`src/rtl/mtcv_defs.svh`:
```
// Register offsets, field positions, reset values of the trap block
// Assumes inclusion by bare name; APB byte addresses, 32-bit words
`ifndef MTCV_DEFS_SVH
`define MTCV_DEFS_SVH

`define MTCV_ADDR_W        8
`define MTCV_OFS_PEND_LO   8'h00
`define MTCV_OFS_PEND_HI   8'h04
`define MTCV_OFS_CAUSE_LO  8'h08
`define MTCV_OFS_CAUSE_HI  8'h0c
`define MTCV_OFS_TVEC_LO   8'h10
`define MTCV_OFS_TVEC_HI   8'h14
`define MTCV_OFS_EPC_LO    8'h18
`define MTCV_OFS_EPC_HI    8'h1c
`define MTCV_OFS_STATUS    8'h20

`define MTCV_BIT_SUP_SOFT  1
`define MTCV_BIT_MACH_SOFT 3
`define MTCV_BIT_SUP_TIMER 5
`define MTCV_BIT_MACH_TIMER 7
`define MTCV_BIT_SUP_EXT   9
`define MTCV_BIT_MACH_EXT  11
`define MTCV_BIT_LOCAL_LO  16
`define MTCV_BIT_LOCAL_HI  63
`define MTCV_BIT_IRQ_FLAG  63
`define MTCV_BIT_MIE       3
`define MTCV_BIT_PRIOR_EN  7

`define MTCV_RST_CAUSE     64'h0000_0000_0000_0000
`define MTCV_RST_BASE      62'h0
`define MTCV_RST_EPC       64'h0000_0000_0000_0000
`define MTCV_SYNC_STAGES   2
`define MTCV_VEC_SHIFT     2

`endif

```
`src/rtl/mtcv_pkg.sv`:
```
// Types shared by the machine trap block
// Assumes the defines header is compiled alongside
package mtcv_pkg;

   typedef enum logic [1:0] {
      mtcv_mode_direct   = 2'b00,
      mtcv_mode_vectored = 2'b01
   } mtcv_mode_type;

   typedef enum logic [5:0] {
      mtcv_exc_fetch_misaligned = 6'h00,
      mtcv_exc_fetch_fault      = 6'h01,
      mtcv_exc_illegal          = 6'h02,
      mtcv_exc_breakpoint       = 6'h03,
      mtcv_exc_load_misaligned  = 6'h04,
      mtcv_exc_load_fault       = 6'h05,
      mtcv_exc_store_misaligned = 6'h06,
      mtcv_exc_store_fault      = 6'h07,
      mtcv_exc_ecall_user       = 6'h08,
      mtcv_exc_ecall_sup        = 6'h09,
      mtcv_exc_ecall_mach       = 6'h0b,
      mtcv_exc_fetch_page       = 6'h0c,
      mtcv_exc_load_page        = 6'h0d,
      mtcv_exc_store_page       = 6'h0f
   } mtcv_exc_code_type;

   typedef struct packed {
      logic        valid;
      logic        interrupt;
      logic [5:0]  code;
      logic [63:0] pc;
   } mtcv_trap_req_type;

   typedef struct packed {
      logic        valid;
      logic [63:0] target;
   } mtcv_redirect_type;

endpackage

```
`src/rtl/mtcv_sync.sv`:
```
// Two-flop synchroniser for a group of level inputs
// Assumes inputs are asynchronous levels held for several cycles
`timescale 1ns/1ps
module mtcv_sync #(
   parameter int WIDTH = 1
) (
   input  wire logic             pclk,
   input  wire logic             presetn,
   input  wire logic [WIDTH-1:0] async_in,
   output logic      [WIDTH-1:0] sync_out
);

   logic [WIDTH-1:0] stage_first;

   always_ff @(posedge pclk or negedge presetn) begin
      if (!presetn) begin
         stage_first <= '0;
         sync_out    <= '0;
      end else begin
         stage_first <= async_in;
         sync_out    <= stage_first;
      end
   end

endmodule

```
`src/rtl/mtcv_trap_calc.sv`:
```
// Handler address computation, registered
// Assumes base and mode are the vector register contents
`include "mtcv_defs.svh"
`timescale 1ns/1ps
module mtcv_trap_calc (
   input  wire logic                       pclk,
   input  wire logic                       presetn,
   input  wire mtcv_pkg::mtcv_trap_req_type trap,
   input  wire logic [63:2]                base,
   input  wire mtcv_pkg::mtcv_mode_type    mode,
   output mtcv_pkg::mtcv_redirect_type     redirect
);

   logic [63:0] base_addr;
   logic [63:0] offset;

   always_comb begin
      // Low two address bits are implied zero
      base_addr = {base, 2'b00};
      offset    = 64'h0000_0000_0000_0000;
      // Only interrupts are vectored
      if (mode == mtcv_pkg::mtcv_mode_vectored && trap.interrupt) begin
         offset = {56'h00_0000_0000_0000, trap.code, 2'b00};
      end
   end

   always_ff @(posedge pclk or negedge presetn) begin
      if (!presetn) begin
         redirect <= '0;
      end else begin
         redirect.valid  <= trap.valid;
         if (trap.valid) begin
            redirect.target <= base_addr + offset;
         end
      end
   end

endmodule

```
`src/rtl/mtcv_top.sv`:
```
// Machine trap state of one hart: pending, cause, vector, epc, status
// Assumes an APB master on pclk; irq request lines are asynchronous
//
// Operation
// - Pending bit 1, supervisor software, is readable and writable
// - Pending bit 3, machine software, is read-only
// - Pending bit 5, supervisor timer, is readable and writable
// - Pending bit 7 shows only the hardware timer request, read-only
// - Pending bit 9, supervisor external, is readable and writable
// - Pending bit 11 shows the external controller request, read-only
// - Pending bits 16..63 show local interrupts 0..47, read-only
// - Every machine trap writes the cause register with its event code
// - Interrupt traps set cause bit 63; low bits hold pending position
// - Exception traps clear cause bit 63; low bits hold the code
// - Cause bits 62..0 hold the code, bit 63 the interrupt flag
// - Exception codes 0..15 as listed; 10 and 14 reserved
// - Direct mode sends every trap to the base address
// - Mode 0 direct, 1 vectored, two and above reserved
// - Vectored interrupts go to base plus four times code
// - Base sits in bits 63..2; low address bits read as zero
// - All machine external interrupts report code 11
// - Each local interrupt gets its own vectored slot
// - Trap copies enable into prior enable, then clears enable
// - Trap saves the current pc into the exception pc
//
// Local design decisions: register access over APB and the address map.
`include "mtcv_defs.svh"
`timescale 1ns/1ps
module mtcv_top (
   input  wire logic                       pclk,
   input  wire logic                       presetn,
   input  wire logic                       psel,
   input  wire logic                       penable,
   input  wire logic                       pwrite,
   input  wire logic [`MTCV_ADDR_W-1:0]    paddr,
   input  wire logic [31:0]                pwdata,
   input  wire logic [3:0]                 pstrb,
   output logic      [31:0]                prdata,
   output logic                            pready,
   output logic                            pslverr,
   input  wire logic                       mach_soft_irq_req,
   input  wire logic                       mach_timer_irq_req,
   input  wire logic                       mach_external_irq_req,
   input  wire logic [47:0]                local_irq_req,
   input  wire mtcv_pkg::mtcv_trap_req_type trap,
   input  wire logic                       mret_valid,
   output mtcv_pkg::mtcv_redirect_type     redirect,
   output logic      [63:0]                exception_pc,
   output logic      [63:0]                pending_flags,
   output logic                            mach_irq_enable,
   output logic                            machine_prior_irq_enable
);

   // Synchronised hardware requests
   logic [50:0] hw_req_sync;
   logic        mach_soft_irq_pending;
   logic        mach_timer_irq_pending;
   logic        mach_external_irq_pending;
   logic [47:0] local_irq_pending;
   logic        local_irq_pending_first;
   logic        local_irq_pending_last;

   // Software-owned pending bits
   logic        sup_soft_irq_pending;
   logic        sup_timer_irq_pending;
   logic        sup_external_irq_pending;

   // Architectural state
   logic [63:0]             trap_cause;
   logic [63:2]             vector_base;
   mtcv_pkg::mtcv_mode_type vector_mode;

   // Bus decode
   logic        access;
   logic        wr_en;
   logic        rd_take;
   logic        addr_hit;
   logic [31:0] read_word;
   logic [31:0] old_word;
   logic [31:0] new_word;
   logic [63:0] pend_view;

   function automatic logic [31:0] merge_bytes(
      input logic [31:0] old_val,
      input logic [31:0] wr_val,
      input logic [3:0]  strb
   );
      logic [31:0] res;
      res = old_val;
      for (int i = 0; i < 4; i++) begin
         if (strb[i]) begin
            res[i*8 +: 8] = wr_val[i*8 +: 8];
         end
      end
      return res;
   endfunction

   mtcv_sync #(
      .WIDTH (51)
   ) u_sync (
      .pclk     (pclk),
      .presetn  (presetn),
      .async_in ({local_irq_req, mach_external_irq_req,
                  mach_timer_irq_req, mach_soft_irq_req}),
      .sync_out (hw_req_sync)
   );

   assign mach_soft_irq_pending     = hw_req_sync[0];
   assign mach_timer_irq_pending    = hw_req_sync[1];
   assign mach_external_irq_pending = hw_req_sync[2];
   assign local_irq_pending         = hw_req_sync[50:3];
   assign local_irq_pending_first   = local_irq_pending[0];
   assign local_irq_pending_last    = local_irq_pending[47];

   // Pending view; unlisted positions tie to zero
   always_comb begin
      pend_view = 64'h0000_0000_0000_0000;
      pend_view[`MTCV_BIT_SUP_SOFT]   = sup_soft_irq_pending;
      pend_view[`MTCV_BIT_MACH_SOFT]  = mach_soft_irq_pending;
      pend_view[`MTCV_BIT_SUP_TIMER]  = sup_timer_irq_pending;
      pend_view[`MTCV_BIT_MACH_TIMER] = mach_timer_irq_pending;
      pend_view[`MTCV_BIT_SUP_EXT]    = sup_external_irq_pending;
      pend_view[`MTCV_BIT_MACH_EXT]   = mach_external_irq_pending;
      pend_view[`MTCV_BIT_LOCAL_HI:`MTCV_BIT_LOCAL_LO] =
         {local_irq_pending_last, local_irq_pending[46:1],
          local_irq_pending_first};
   end

   // APB decode
   assign access   = psel & penable;
   assign wr_en    = access & pready & pwrite;
   assign rd_take  = access & ~pready;

   always_comb begin
      addr_hit  = 1'b1;
      read_word = 32'h0000_0000;
      case (paddr)
         `MTCV_OFS_PEND_LO:  read_word = pend_view[31:0];
         `MTCV_OFS_PEND_HI:  read_word = pend_view[63:32];
         `MTCV_OFS_CAUSE_LO: read_word = trap_cause[31:0];
         `MTCV_OFS_CAUSE_HI: read_word = trap_cause[63:32];
         `MTCV_OFS_TVEC_LO:  read_word = {vector_base[31:2], vector_mode};
         `MTCV_OFS_TVEC_HI:  read_word = vector_base[63:32];
         `MTCV_OFS_EPC_LO:   read_word = exception_pc[31:0];
         `MTCV_OFS_EPC_HI:   read_word = exception_pc[63:32];
         `MTCV_OFS_STATUS: begin
            read_word[`MTCV_BIT_MIE]      = mach_irq_enable;
            read_word[`MTCV_BIT_PRIOR_EN] = machine_prior_irq_enable;
         end
         default: addr_hit = 1'b0;
      endcase
   end

   assign old_word = read_word;
   assign new_word = merge_bytes(old_word, pwdata, pstrb);

   // One wait state, then the answer
   always_ff @(posedge pclk or negedge presetn) begin
      if (!presetn) begin
         pready  <= 1'b0;
         pslverr <= 1'b0;
         prdata  <= 32'h0000_0000;
      end else begin
         pready  <= rd_take;
         pslverr <= rd_take & ~addr_hit;
         if (rd_take && !pwrite && addr_hit) begin
            prdata <= read_word;
         end else begin
            prdata <= 32'h0000_0000;
         end
      end
   end

   // Software-writable pending bits; read-only ones have no write path
   always_ff @(posedge pclk or negedge presetn) begin
      if (!presetn) begin
         sup_soft_irq_pending     <= 1'b0;
         sup_timer_irq_pending    <= 1'b0;
         sup_external_irq_pending <= 1'b0;
      end else if (wr_en && paddr == `MTCV_OFS_PEND_LO) begin
         sup_soft_irq_pending     <= new_word[`MTCV_BIT_SUP_SOFT];
         sup_timer_irq_pending    <= new_word[`MTCV_BIT_SUP_TIMER];
         sup_external_irq_pending <= new_word[`MTCV_BIT_SUP_EXT];
      end
   end

   // Registered pending image for the core
   always_ff @(posedge pclk or negedge presetn) begin
      if (!presetn) begin
         pending_flags <= 64'h0000_0000_0000_0000;
      end else begin
         pending_flags <= pend_view;
      end
   end

   // Cause: trap capture wins over a software write
   always_ff @(posedge pclk or negedge presetn) begin
      if (!presetn) begin
         trap_cause <= `MTCV_RST_CAUSE;
      end else if (trap.valid) begin
         trap_cause <= {trap.interrupt, 57'h0, trap.code};
      end else if (wr_en && paddr == `MTCV_OFS_CAUSE_LO) begin
         trap_cause[31:0] <= new_word;
      end else if (wr_en && paddr == `MTCV_OFS_CAUSE_HI) begin
         trap_cause[63:32] <= new_word;
      end
   end

   // Vector register; reserved mode values leave the mode unchanged
   always_ff @(posedge pclk or negedge presetn) begin
      if (!presetn) begin
         vector_base <= `MTCV_RST_BASE;
         vector_mode <= mtcv_pkg::mtcv_mode_direct;
      end else if (wr_en && paddr == `MTCV_OFS_TVEC_LO) begin
         vector_base[31:2] <= new_word[31:2];
         case (new_word[1:0])
            2'h0:    vector_mode <= mtcv_pkg::mtcv_mode_direct;
            2'h1:    vector_mode <= mtcv_pkg::mtcv_mode_vectored;
            default: vector_mode <= vector_mode;
         endcase
      end else if (wr_en && paddr == `MTCV_OFS_TVEC_HI) begin
         vector_base[63:32] <= new_word;
      end
   end

   // Exception pc: trap capture wins over a software write
   always_ff @(posedge pclk or negedge presetn) begin
      if (!presetn) begin
         exception_pc <= `MTCV_RST_EPC;
      end else if (trap.valid) begin
         exception_pc <= trap.pc;
      end else if (wr_en && paddr == `MTCV_OFS_EPC_LO) begin
         exception_pc[31:0] <= new_word;
      end else if (wr_en && paddr == `MTCV_OFS_EPC_HI) begin
         exception_pc[63:32] <= new_word;
      end
   end

   // Enable and prior enable
   always_ff @(posedge pclk or negedge presetn) begin
      if (!presetn) begin
         mach_irq_enable          <= 1'b0;
         machine_prior_irq_enable <= 1'b0;
      end else if (trap.valid) begin
         machine_prior_irq_enable <= mach_irq_enable;
         mach_irq_enable          <= 1'b0;
      end else if (mret_valid) begin
         mach_irq_enable          <= machine_prior_irq_enable;
         machine_prior_irq_enable <= 1'b1;
      end else if (wr_en && paddr == `MTCV_OFS_STATUS) begin
         mach_irq_enable          <= new_word[`MTCV_BIT_MIE];
         machine_prior_irq_enable <= new_word[`MTCV_BIT_PRIOR_EN];
      end
   end

   // Handler address for the taken trap
   mtcv_trap_calc u_calc (
      .pclk     (pclk),
      .presetn  (presetn),
      .trap     (trap),
      .base     (vector_base),
      .mode     (vector_mode),
      .redirect (redirect)
   );

endmodule

```
`config.mk`:
```
export PLATFORM = sky130hd
export DESIGN_NAME = mtcv_top
export DESIGN_NICKNAME = d
export VERILOG_FILES = /design/src/rtl/mtcv_pkg.sv /design/src/rtl/mtcv_sync.sv /design/src/rtl/mtcv_trap_calc.sv /design/src/rtl/mtcv_top.sv
export VERILOG_INCLUDE_DIRS = /design/src /design/src/rtl
export SDC_FILE = /design/constraint.sdc
export NUM_CORES = 1
export LEC_CHECK = 0
export BUFFER_PORTS_ARGS = -buffer_cell sky130_fd_sc_hd__buf_4
export CAP_MARGIN = 40
export CORE_MARGIN = 10
export CORE_UTILIZATION = 55
export DETAILED_ROUTE_END_ITERATION = 10
export PLACE_DENSITY = 0.81
export SYNTH_ARGS = -nofsm -noshare
export SYNTH_HDL_FRONTEND = slang
export SYNTH_HIERARCHICAL = 1
export SYNTH_SLANG_ARGS = --single-unit
```
`constraint.sdc`:
```
create_clock -name pclk -period 3.5 [get_ports pclk]
set_input_delay 0.7 -clock pclk [delete_from_list [all_inputs] [get_ports pclk]]
set_output_delay 0.7 -clock pclk [all_outputs]
set_load 0.01 [all_outputs]
```
Word level (Yosys, flattened, before mapping). Index checks and enable logic that the tools add are counted.

Word-level logic and storage cells: 93. Output and inout port bits: 229. Input port bits: 173. Bits in registers: 452.

Reductions and logical operators: 25. Bitwise logic cells: 8. Equality and inequality tests: 12. Add/subtract/negate cells: 1. Multiplexer cells: 27.

Operators with widths (number): 32-bit 2-to-1 mux (7); 24-bit case mux with 8 select lines (1); 64-bit 2-to-1 mux (2); 64-bit adder (1); 3-bit case mux with 8 select lines (2); 8-bit 2-to-1 mux (5); 8-bit by 5-bit equality test with 1-bit output, second input constant (4); 1-bit case mux with 9 select lines (2); 8-bit by 4-bit equality test with 1-bit output, second input constant (2); 1-bit logical AND (11); 2-bit nonzero test (5); 9-bit OR reduction (1); 8-bit by 3-bit equality test with 1-bit output, second input constant (1); 8-bit by 6-bit equality test with 1-bit output, second input constant (1); 8-bit zero test (1); 2-bit AND reduction (4); 1-bit 2-to-1 mux (7); 1-bit AND (5); 2-bit by 1-bit equality test with 1-bit output, second input constant (2); 2-bit != test, second input constant (2); 2-bit case mux with 2 select lines (1); 1-bit inverter (3); 3-bit nonzero test (1); 2-bit zero test (1); 1-bit zero test (1).

Depth between registers and ports, before layout. Gate-level depths: netlist of the first run.

Depth in word-level cells: 7. Mapped depth: 12. Gate-level depth less buffers: 11.

Hierarchy. Netlist of the first run, hierarchy kept.

By module, submodules not included: mtcv_top (area each 13120.1 um2, seq. area each 7106.8 um2, instances 1, cells an instance 1263); mtcv_trap_calc (area each 3831.2 um2, seq. area each 1576.5 um2, instances 1, cells an instance 432); mtcv_sync (area each 2552.4 um2, seq. area each 2552.4 um2, instances 1, cells an instance 102).

Worst setup path before layout of the first run. OpenSTA, ideal clock, no wires.

Path kind: input -> register. From: input port trap[70] (netlist bit). To: register, netlist name u_calc/redirect[60]. Setup time: 0.137 ns. Arrival time: 2.939 ns. Required time: 3.363 ns. Slack: 0.424 ns. Stages on the path: 12. Buffers on the path: 1. Cell sequence: and3b_1 -> and2_1 -> ha_1 -> inv_1 -> fa_1 -> nand2b_1 -> a21bo_2 -> a311o_1 -> buf_6 -> nor4b_4 -> xnor2_1 -> a21oi_1.

Longest elaborated chain between the ends: 3.

RTL lines: from (decl) (line mtcv_top.sv:45) `input wire mtcv_pkg::mtcv_trap_req_type trap,`; 1-bit logical AND (line mtcv_trap_calc.sv:22) `if (mode == mtcv_pkg::mtcv_mode_vectored && trap.interrupt) begin`; 8-bit 2-to-1 mux (line mtcv_trap_calc.sv:22); 64-bit adder (line mtcv_trap_calc.sv:33) `redirect.target <= base_addr + offset;`.

No other way between the ends. A chain may end at the register's enable or synchronous reset.

Worst setup path in the final report of the first run.
From: register vector_mode[0]. To: register, netlist name u_calc/redirect[60].

Longest elaborated chain between the ends: 4.

RTL lines: from (decl) (line mtcv_top.sv:71) `mtcv_pkg::mtcv_mode_type vector_mode;`; from (signal assigned) (line mtcv_top.sv:213) `vector_mode <= mtcv_pkg::mtcv_mode_direct;`; from (signal assigned) (line mtcv_top.sv:217) `2'h0: vector_mode <= mtcv_pkg::mtcv_mode_direct;`; from (signal assigned) (line mtcv_top.sv:218) `2'h1: vector_mode <= mtcv_pkg::mtcv_mode_vectored;`; 2-bit by 1-bit equality test with 1-bit output (line mtcv_trap_calc.sv:22); 1-bit logical AND (line mtcv_trap_calc.sv:22); 8-bit 2-to-1 mux (line mtcv_trap_calc.sv:22); 64-bit adder (line mtcv_trap_calc.sv:33).

No other way between the ends.

==> results of run 1 <==
[critical path: stages, from the launching register on]
cell      delay (ns)
dfrtp_1         0.45
and3b_1         0.21
and2_1          0.13
ha_1            0.17
inv_1           0.06
fa_1            0.40
nand2b_1        0.19
a21bo_2         0.25
a311o_1         0.36
buf_4           0.19
nor4b_4         0.27
xnor2_1         0.16
a21oi_1         0.09
[per-layer routing]
layer  wire [um]  vias to the layer above  part of all wire
met5          13                        -           0.00018
met4        3530                        2             0.048
met3        6980                      208             0.095
met2       34300                     1070              0.47
met1       28900                     8362              0.39
li1            -                     7223                 -
[metrics by stage]
step	cells	area, um2	worst slack, ns	utilization
final	2707	24900	0.411	0.715
after global routing	2707	24900	0.294	0.715
after CTS	2706	24900	0.473	0.714
after detailed placement	2620	23300	0.126	0.669
after global placement	2619	23300	0.183	0.669
after floorplan	1808	19500	0.424	-
[registers in the layout, indices dropped and copies added (netlist names), 32 cells and up]
| register | count |
|---|---|
| u_sync/stage_first | 51 |
| u_sync/sync_out | 51 |
| prdata | 32 |
| vector_base | 62 |
| pending_flags | 54 |
| trap_cause | 64 |
| u_calc/redirect | 63 |
| exception_pc | 64 |
[kinds of logic after synthesis]
family | count (synthesis) | share of synthesized area
and+or+nand+nor | 602 | 0.156
DFF | 449 | 0.576
AOI/OAI and AO/OA | 427 | 0.142
buffers and inverters | 151 | 0.0361
muxes | 100 | 0.0582
xor gates and xnor gates | 59 | 0.0265
adders and majority gates | 7 | 0.00488
other | 2 | 0.000385
[cell usage in the layout, fill, tap and decap left out, types with 12 or more instances in the layout]
cell type  count
a211oi_1      55
a21o_1        22
a21oi_1      112
a221o_1       12
a22oi_1       19
a31oi_1       13
and2_1        12
and3_1        18
buf_4        473
clkbuf_16     46
conb_1        13
dfrtp_1      449
inv_1         24
mux2_2        28
mux2i_1       64
nand2_1      161
nand3_1       34
nand3b_1      22
nand4_1       23
nor2_1       182
nor2b_1       18
nor3_1        33
nor3b_1       30
o21ai_0       94
o22ai_1       23
or3_1         13
xnor2_1       38
xor2_1        21
[power breakdown]
part           switching (mW)  internal (mW)  total, mW
registers               0.165           5.40       5.57
logic                   0.687          0.536       1.22
clock network            2.11           3.01       5.12
total                    2.96           8.95       11.9
[final timing paths]
kind                                             start                    end  cells after the start
min in group pclk                     local_irq_req[5]  u_sync/stage_first[8]                      1
worst max-delay path                    vector_mode[0]    u_calc/redirect[60]                     12
worst min-delay path                           presetn    u_calc/redirect[17]                      1
worst max register to register          vector_mode[0]    u_calc/redirect[60]                     12
worst min register to register  u_sync/stage_first[42]    u_sync/sync_out[42]                      0
max in group asynchronous                      presetn     u_sync/sync_out[2]                      2
[final cells by class]
class / instances / area share
antenna: 1 / 0.000101
clock buffer: 62 / 0.0511
clock inverter: 24 / 0.0124
inverter: 24 / 0.00362
multi-input combinational: 1208 / 0.307
sequential: 449 / 0.452
tap: 455 / 0.0229
timing repair buffer: 484 / 0.151
==> flow_summary.ini, run 1 <==
[yosys]
synth_area_mm2 = 0.0195
synthCells = 1797
synth-main-ff-cell = dfrtp_1
synth_edf_count = 0
synth_top_area_share = 0.576
ys_types = 79
yosysWarnings = 6
synth_top_cell_by_area = dfrtp_1
seq_area_frac_synth = 0.576
async_flop_share = 1.00
synth_common_cells = 449 x dfrtp_1, 184 x nor2_1, 163 x nand2_1
synth.top_cells.by_area = dfrtp_1 58%, nor2_1 3.5%, mux2i_1 3.3%
ys_seq_elements = 449
synth_most_common_cell = dfrtp_1
avgSynthCellArea_um2 = 10.9

[timing]
setup_tns_ns = 0
finalCritPeriodShare = 0.883
final-hold-violation-count = 0
slew_viol_final = 0
fmax_ghz = 0.324
fin_crit_ns = 3.09
worstMarginPinSlew_ns = 0.951
maxSlewHeadroom = 0.366
rsz0062_at_grt = false
whs_ns = 0.114
clock-skew-final_ns = 0.0148
setup_viol = 0

[final_layout]
multi_input_area_mm2 = 0.00763
nNetsFinal = 2393
drive_gt1_frac = 0.277
seqCellArea_mm2 = 0.0112
area_growth_pct = 27.5
n_fill_cell = 2529

[placement]
dp_hpwl_um = 55300
io_buffers = 389
place_congestion = 1.01

[clock_network]
holdBufCountCts = 0
insertion_delay_ns = 0.59
cts_tree = done
clock_path_buffers = 3
cts_setup_buffers = 0
ctsHtreeMaxLevel = 2
cts.sinks = 449
path_clk_slew_ns = 0.06
cts_resized = 0
numCtsBuffers = 46
root_buffer = clkbuf_16

[floorplan]
start_util = 0.560
fp.dieW_um = 208
die_height_um = 208
rows = 68
die-area_mm2 = 0.0434
ioPinCount = 402
core_region_area_mm2 = 0.0348

[critical_path]
r2r_setup_slack_ns = 0.41
setup.worst_path.class = register to register
critPathLaunchType = register
worst-path-max-fanout = 9
endpoint_kind = register
arrival_ns = 3.53
crit_required_ns = 3.94

[power]
p_leak_nw = 11.3
ir_drop_mv = 0.429
power.density_mw_per_mm2 = 479
power_mw = 11.9

[detailed_routing]
postRouteAntennaNets = 0
viasPerCell = 6.23
drc = 0
wl_per_cell_um = 27.2
drt_iter0_drc = 1848
drt_wl_total_um = 73700
drtPass1Iterations = 5
num_vias = 16865

[global_routing]
grt_usage = 0.330
grt_pass1_wl_um = 110000
grt.met1_usage = 0.440
grt_overflow_total = 0
use_met3 = 0.0669
grt_max_degree = 154
top_usage_layer = met2
grt_pass1_vias = 16979
antenna_found_initial = 2
met2_usage = 0.508

[min_path]
hp-class = input port to asynchronous set/reset pin

[outcome]
status = complete, no violations

[run]
maxCapViolCount = 0
No activity file was read; power rests on OpenSTA's default activity.
==> run 2, diff against run 1 <==
- CORE_MARGIN: 10 -> unset
- clock period: 3.5 -> 2.95 ns (I/O delays scaled with it)
==> flow_summary.ini, run 2 (synthesis gave the netlist of run 1 again) <==
[outcome]
status = complete, no violations

[timing]
setup_viol = 0
fin_ws_ns = 0.0652
slew_viol_final = 0
final-hold-violation-count = 0
worstMarginPinSlew_ns = 0.793
maxSlewHeadroom = 0.458
finalCritPeriodShare = 0.978
fin_crit_ns = 2.88
clock-skew-final_ns = 0.0198
fmax_ghz = 0.347
rsz0062_at_grt = false

[power]
p_leak_nw = 11.7
ir_drop_mv = 0.580
power.density_mw_per_mm2 = 559
power_mw = 14.3

[critical_path]
critPathBufInv = 2
r2r_cells = 12
worst-path-max-fanout = 9
cpPeakStageDelay_ns = 0.39
path_delay_family = simple AND/OR/NAND/NOR gates
crit_required_ns = 3.41
critPathLaunchType = register
cp_cell_sequence = and3b_2 -> and2_1 -> ha_1 -> inv_1 -> fa_2 -> nand2b_1 -> a21bo_2 -> a311o_1 -> buf_12 -> nor4b_4 -> xnor2_1 -> a21oi_1
slowest_stage = a311o_1
setup.worst_path.class = register to register
arrival_ns = 3.34
cp.depth = 12
endpoint_kind = register

[final_layout]
reg.largest.list = exception_pc (64), trap_cause (64), u_calc/redirect (63)
n_fill_cell = 2388
layout_commonest_cell = buf_4
area_growth_pct = 31.2
seqCellArea_mm2 = 0.0112
mostFrequentLayoutCells = 547 x buf_4, 449 x dfrtp_1, 182 x nor2_1
post-route-util = 0.737
layout.cells.non_filler = 2785
multi_input_area_mm2 = 0.00763
drive_gt1_frac = 0.303
nNetsFinal = 2473

[clock_network]
ctsHtreeMaxLevel = 2
numCtsBuffers = 45
cts_resized = 0
clock_path_buffers = 3
path_clk_slew_ns = 0.07
cts_tree = done
cts.sinks = 449
root_buffer = clkbuf_16
insertion_delay_ns = 0.60

[floorplan]
ioPinCount = 402
rows = 68
die_height_um = 190
core_region_area_mm2 = 0.0347
fp.dieW_um = 190
die-area_mm2 = 0.0362
start_util = 0.562

[detailed_routing]
drt_wl_total_um = 73200
drc = 0
drt_iter0_drc = 2012
num_vias = 17299
wl_per_cell_um = 26.3
drtPass1Iterations = 5
viasPerCell = 6.21
postRouteAntennaNets = 0

[global_routing]
grt_max_degree = 98
grt_pass1_wl_um = 108000
grt_overflow_total = 0
grt_pass1_vias = 17017
antenna_found_initial = 2
grt_usage = 0.405

[placement]
dp_slack_ns = -0.233
placed_cells = 2699
io_buffers = 389
place_congestion = 0.989
dp_hpwl_um = 54200

[min_path]
hp-class = input port to register
hold-path-cell-count = 1

[run]
maxCapViolCount = 0
run 2: path summary, 6_finish.rpt:
check	endpoint	slack, ns	from
min reg2reg	u_sync/sync_out[32]	0.35	u_sync/stage_first[32]
min	u_sync/stage_first[4]	0.10	local_irq_req[1]
max reg2reg	u_calc/redirect[62]	0.07	vector_mode[0]
max	u_calc/redirect[62]	0.07	vector_mode[0]
max in group asynchronous	u_calc/redirect[31]	1.54	presetn
min in group asynchronous	u_sync/sync_out[5]	0.57	presetn
run 2: cell type report:
class,instances,share of cell area
tap,455,0.0223
clock buffer,58,0.0494
timing repair buffer,565,0.174
clock inverter,24,0.0134
multi-input combinational,1208,0.298
inverter,24,0.00352
antenna,2,0.000196
sequential,449,0.439
run 2: stage by stage:
stage / hold slack, ns / cell area [um2] / setup TNS [ns]
global route: 0.0947 / 25600 / 0
global placement: 0.331 / 24000 / -0.979
finish: 0.100 / 25600 / 0
CTS: 0.0854 / 25600 / 0
detailed placement: 0.335 / 24000 / -1.36
floorplan: 0.294 / 19500 / 0
run 2: timing repair:
action	4_1_cts	5_1_grt
buffers inserted	0	1
hold buffers	1	0
hold endpoints to repair	38	0
endpoints found under the setup margin	0	5
run 2: routing by layer:
metal	track usage	wire, um	vias to the layer above
li1	-	-	7377
met1	0.559	29000	8635
met2	0.619	33900	1103
met3	0.0828	6940	184
met4	0.186	3350	0
met5	0	0	-
run 2: where the power goes:
group	internal, mW	switching [mW]
clock	3.67	2.52
sequential	6.41	0.204
combinational	0.675	0.825
==> run 3, diff against run 2 <==
- BUFFER_PORTS_ARGS: -buffer_cell sky130_fd_sc_hd__buf_4 -> unset
- CORE_UTILIZATION: 55 -> 64
- DONT_BUFFER_PORTS: unset -> 1
==> flow_summary.ini, run 3 (synthesis gave the netlist of run 1 again) <==
[floorplan]
die_height_um = 177
fp.dieW_um = 177
start_util = 0.655
core_region_area_mm2 = 0.0298
die-area_mm2 = 0.0312
rows = 63
ioPinCount = 402

[detailed_routing]
viasPerCell = 6.88
drt_wl_total_um = 65500
drc = 0
wl_per_cell_um = 29.2
postRouteAntennaNets = 0
drt_iter0_drc = 2178
num_vias = 15422
drtPass1Iterations = 7

[critical_path]
crit_required_ns = 3.37
endpoint_kind = register
setup.worst_path.class = register to register
arrival_ns = 3.27
critPathLaunchType = register
r2r_start = vector_mode[0]
r2r_cells = 12
r2r_setup_slack_ns = 0.10
r2r-end = u_calc/redirect[62]
worst-path-max-fanout = 9

[final_layout]
seqCellArea_mm2 = 0.0112
multi_input_area_mm2 = 0.00764
post-route-util = 0.732
drive_gt1_frac = 0.123
area_growth_pct = 11.8
layout_commonest_cell = dfrtp_1
mostFrequentLayoutCells = 449 x dfrtp_1, 182 x nor2_1, 162 x nand2_1
nNetsFinal = 1995
layout.cells.non_filler = 2243
reg.largest.list = exception_pc (64), trap_cause (64), u_calc/redirect (63)
n_fill_cell = 2075

[clock_network]
numCtsBuffers = 46
cts.sinks = 449
ctsHtreeMaxLevel = 2
root_buffer = clkbuf_16
insertion_delay_ns = 0.56
cts_tree = done
path_clk_slew_ns = 0.06
clock_path_buffers = 3

[timing]
worstMarginPinSlew_ns = 1.08
fmax_ghz = 0.351
slew_viol_final = 0
rsz0062_at_grt = false
maxSlewHeadroom = 0.281
whs_ns = -0.252
finalCritPeriodShare = 0.966
clock-skew-final_ns = 0.0230
setup_viol = 0
final-hold-violation-count = 449
fin_crit_ns = 2.85

[outcome]
status = finished, violations left
failed_checks = hold timing

[global_routing]
antenna_found_initial = 4
grt_pass1_vias = 15055
grt_pass1_wl_um = 96500
grt_usage = 0.422
grt_overflow_total = 0
grt_max_degree = 450

[placement]
dp_hpwl_um = 45700
placed_cells = 2156
io_buffers = 0
place_congestion = 1.00

[power]
power_mw = 13.6
power.density_mw_per_mm2 = 622
ir_drop_mv = 0.679
p_leak_nw = 9.35

[min_path]
hp-class = input port to asynchronous set/reset pin

[run]
maxCapViolCount = 0
run 3: worst max-delay path, cell delays in order, from the launching register on:
cell and delay, ns:
dfrtp_1 0.34, and3b_2 0.21, and2_1 0.13, ha_1 0.16
inv_1 0.06, fa_2 0.34, nand2b_1 0.18, a21bo_2 0.25
a311o_1 0.35, buf_4 0.20, nor4b_4 0.27, xnor2_1 0.15
a21oi_1 0.08
run 3: timing repair:
action	CTS	global route
setup buffers	0	1
gates resized for setup	0	1
hold endpoints to repair	449	449
endpoints found under the setup margin	0	3
run 3: where the power goes:
| part | internal, mW | total (mW) | switching [mW] |
|---|---|---|---|
| logic | 0.258 | 0.576 | 0.318 |
| registers | 6.41 | 6.72 | 0.313 |
| clock network | 3.85 | 6.27 | 2.42 |
run 3: worst max-delay path by stage:
stage	start	endpoint	cells after the start
floorplan	trap[70]	u_calc/redirect[60]	12
global placement	trap[70]	u_calc/redirect[60]	12
detailed placement	trap[70]	u_calc/redirect[54]	12
CTS	vector_mode[0]	u_calc/redirect[54]	12
global route	vector_mode[0]	u_calc/redirect[62]	12
finish	vector_mode[0]	u_calc/redirect[62]	12
run 3: layout make-up:
cell class	count	share of cell area
diodes	4	0.000459
clock inverters	19	0.0142
inverters	24	0.00413
clock buffers	63	0.0608
multi-input cells	1208	0.350
well taps	390	0.0224
flip-flops and latches	449	0.515
repair buffers	86	0.0325
run 3: routing by layer:
metal	global-route usage	wire length, um	vias up
li1	-	-	6423
met1	0.557	24400	7650
met2	0.632	29400	1117
met3	0.143	8310	232
met4	0.196	3470	0
met5	0	0	-
run 3: metrics by stage:
stage          setup slack, ns  cell area, um2  TNS (ns)
3_3_place_gp           -0.0437           20100    -0.109
4_1_cts                 0.0462           21800         0
6_report                 0.102           21800         0
3_5_place_dp            -0.127           20100    -0.476
5_1_grt                 0.0325           21800         0
2_1_floorplan           0.0438           19500         0
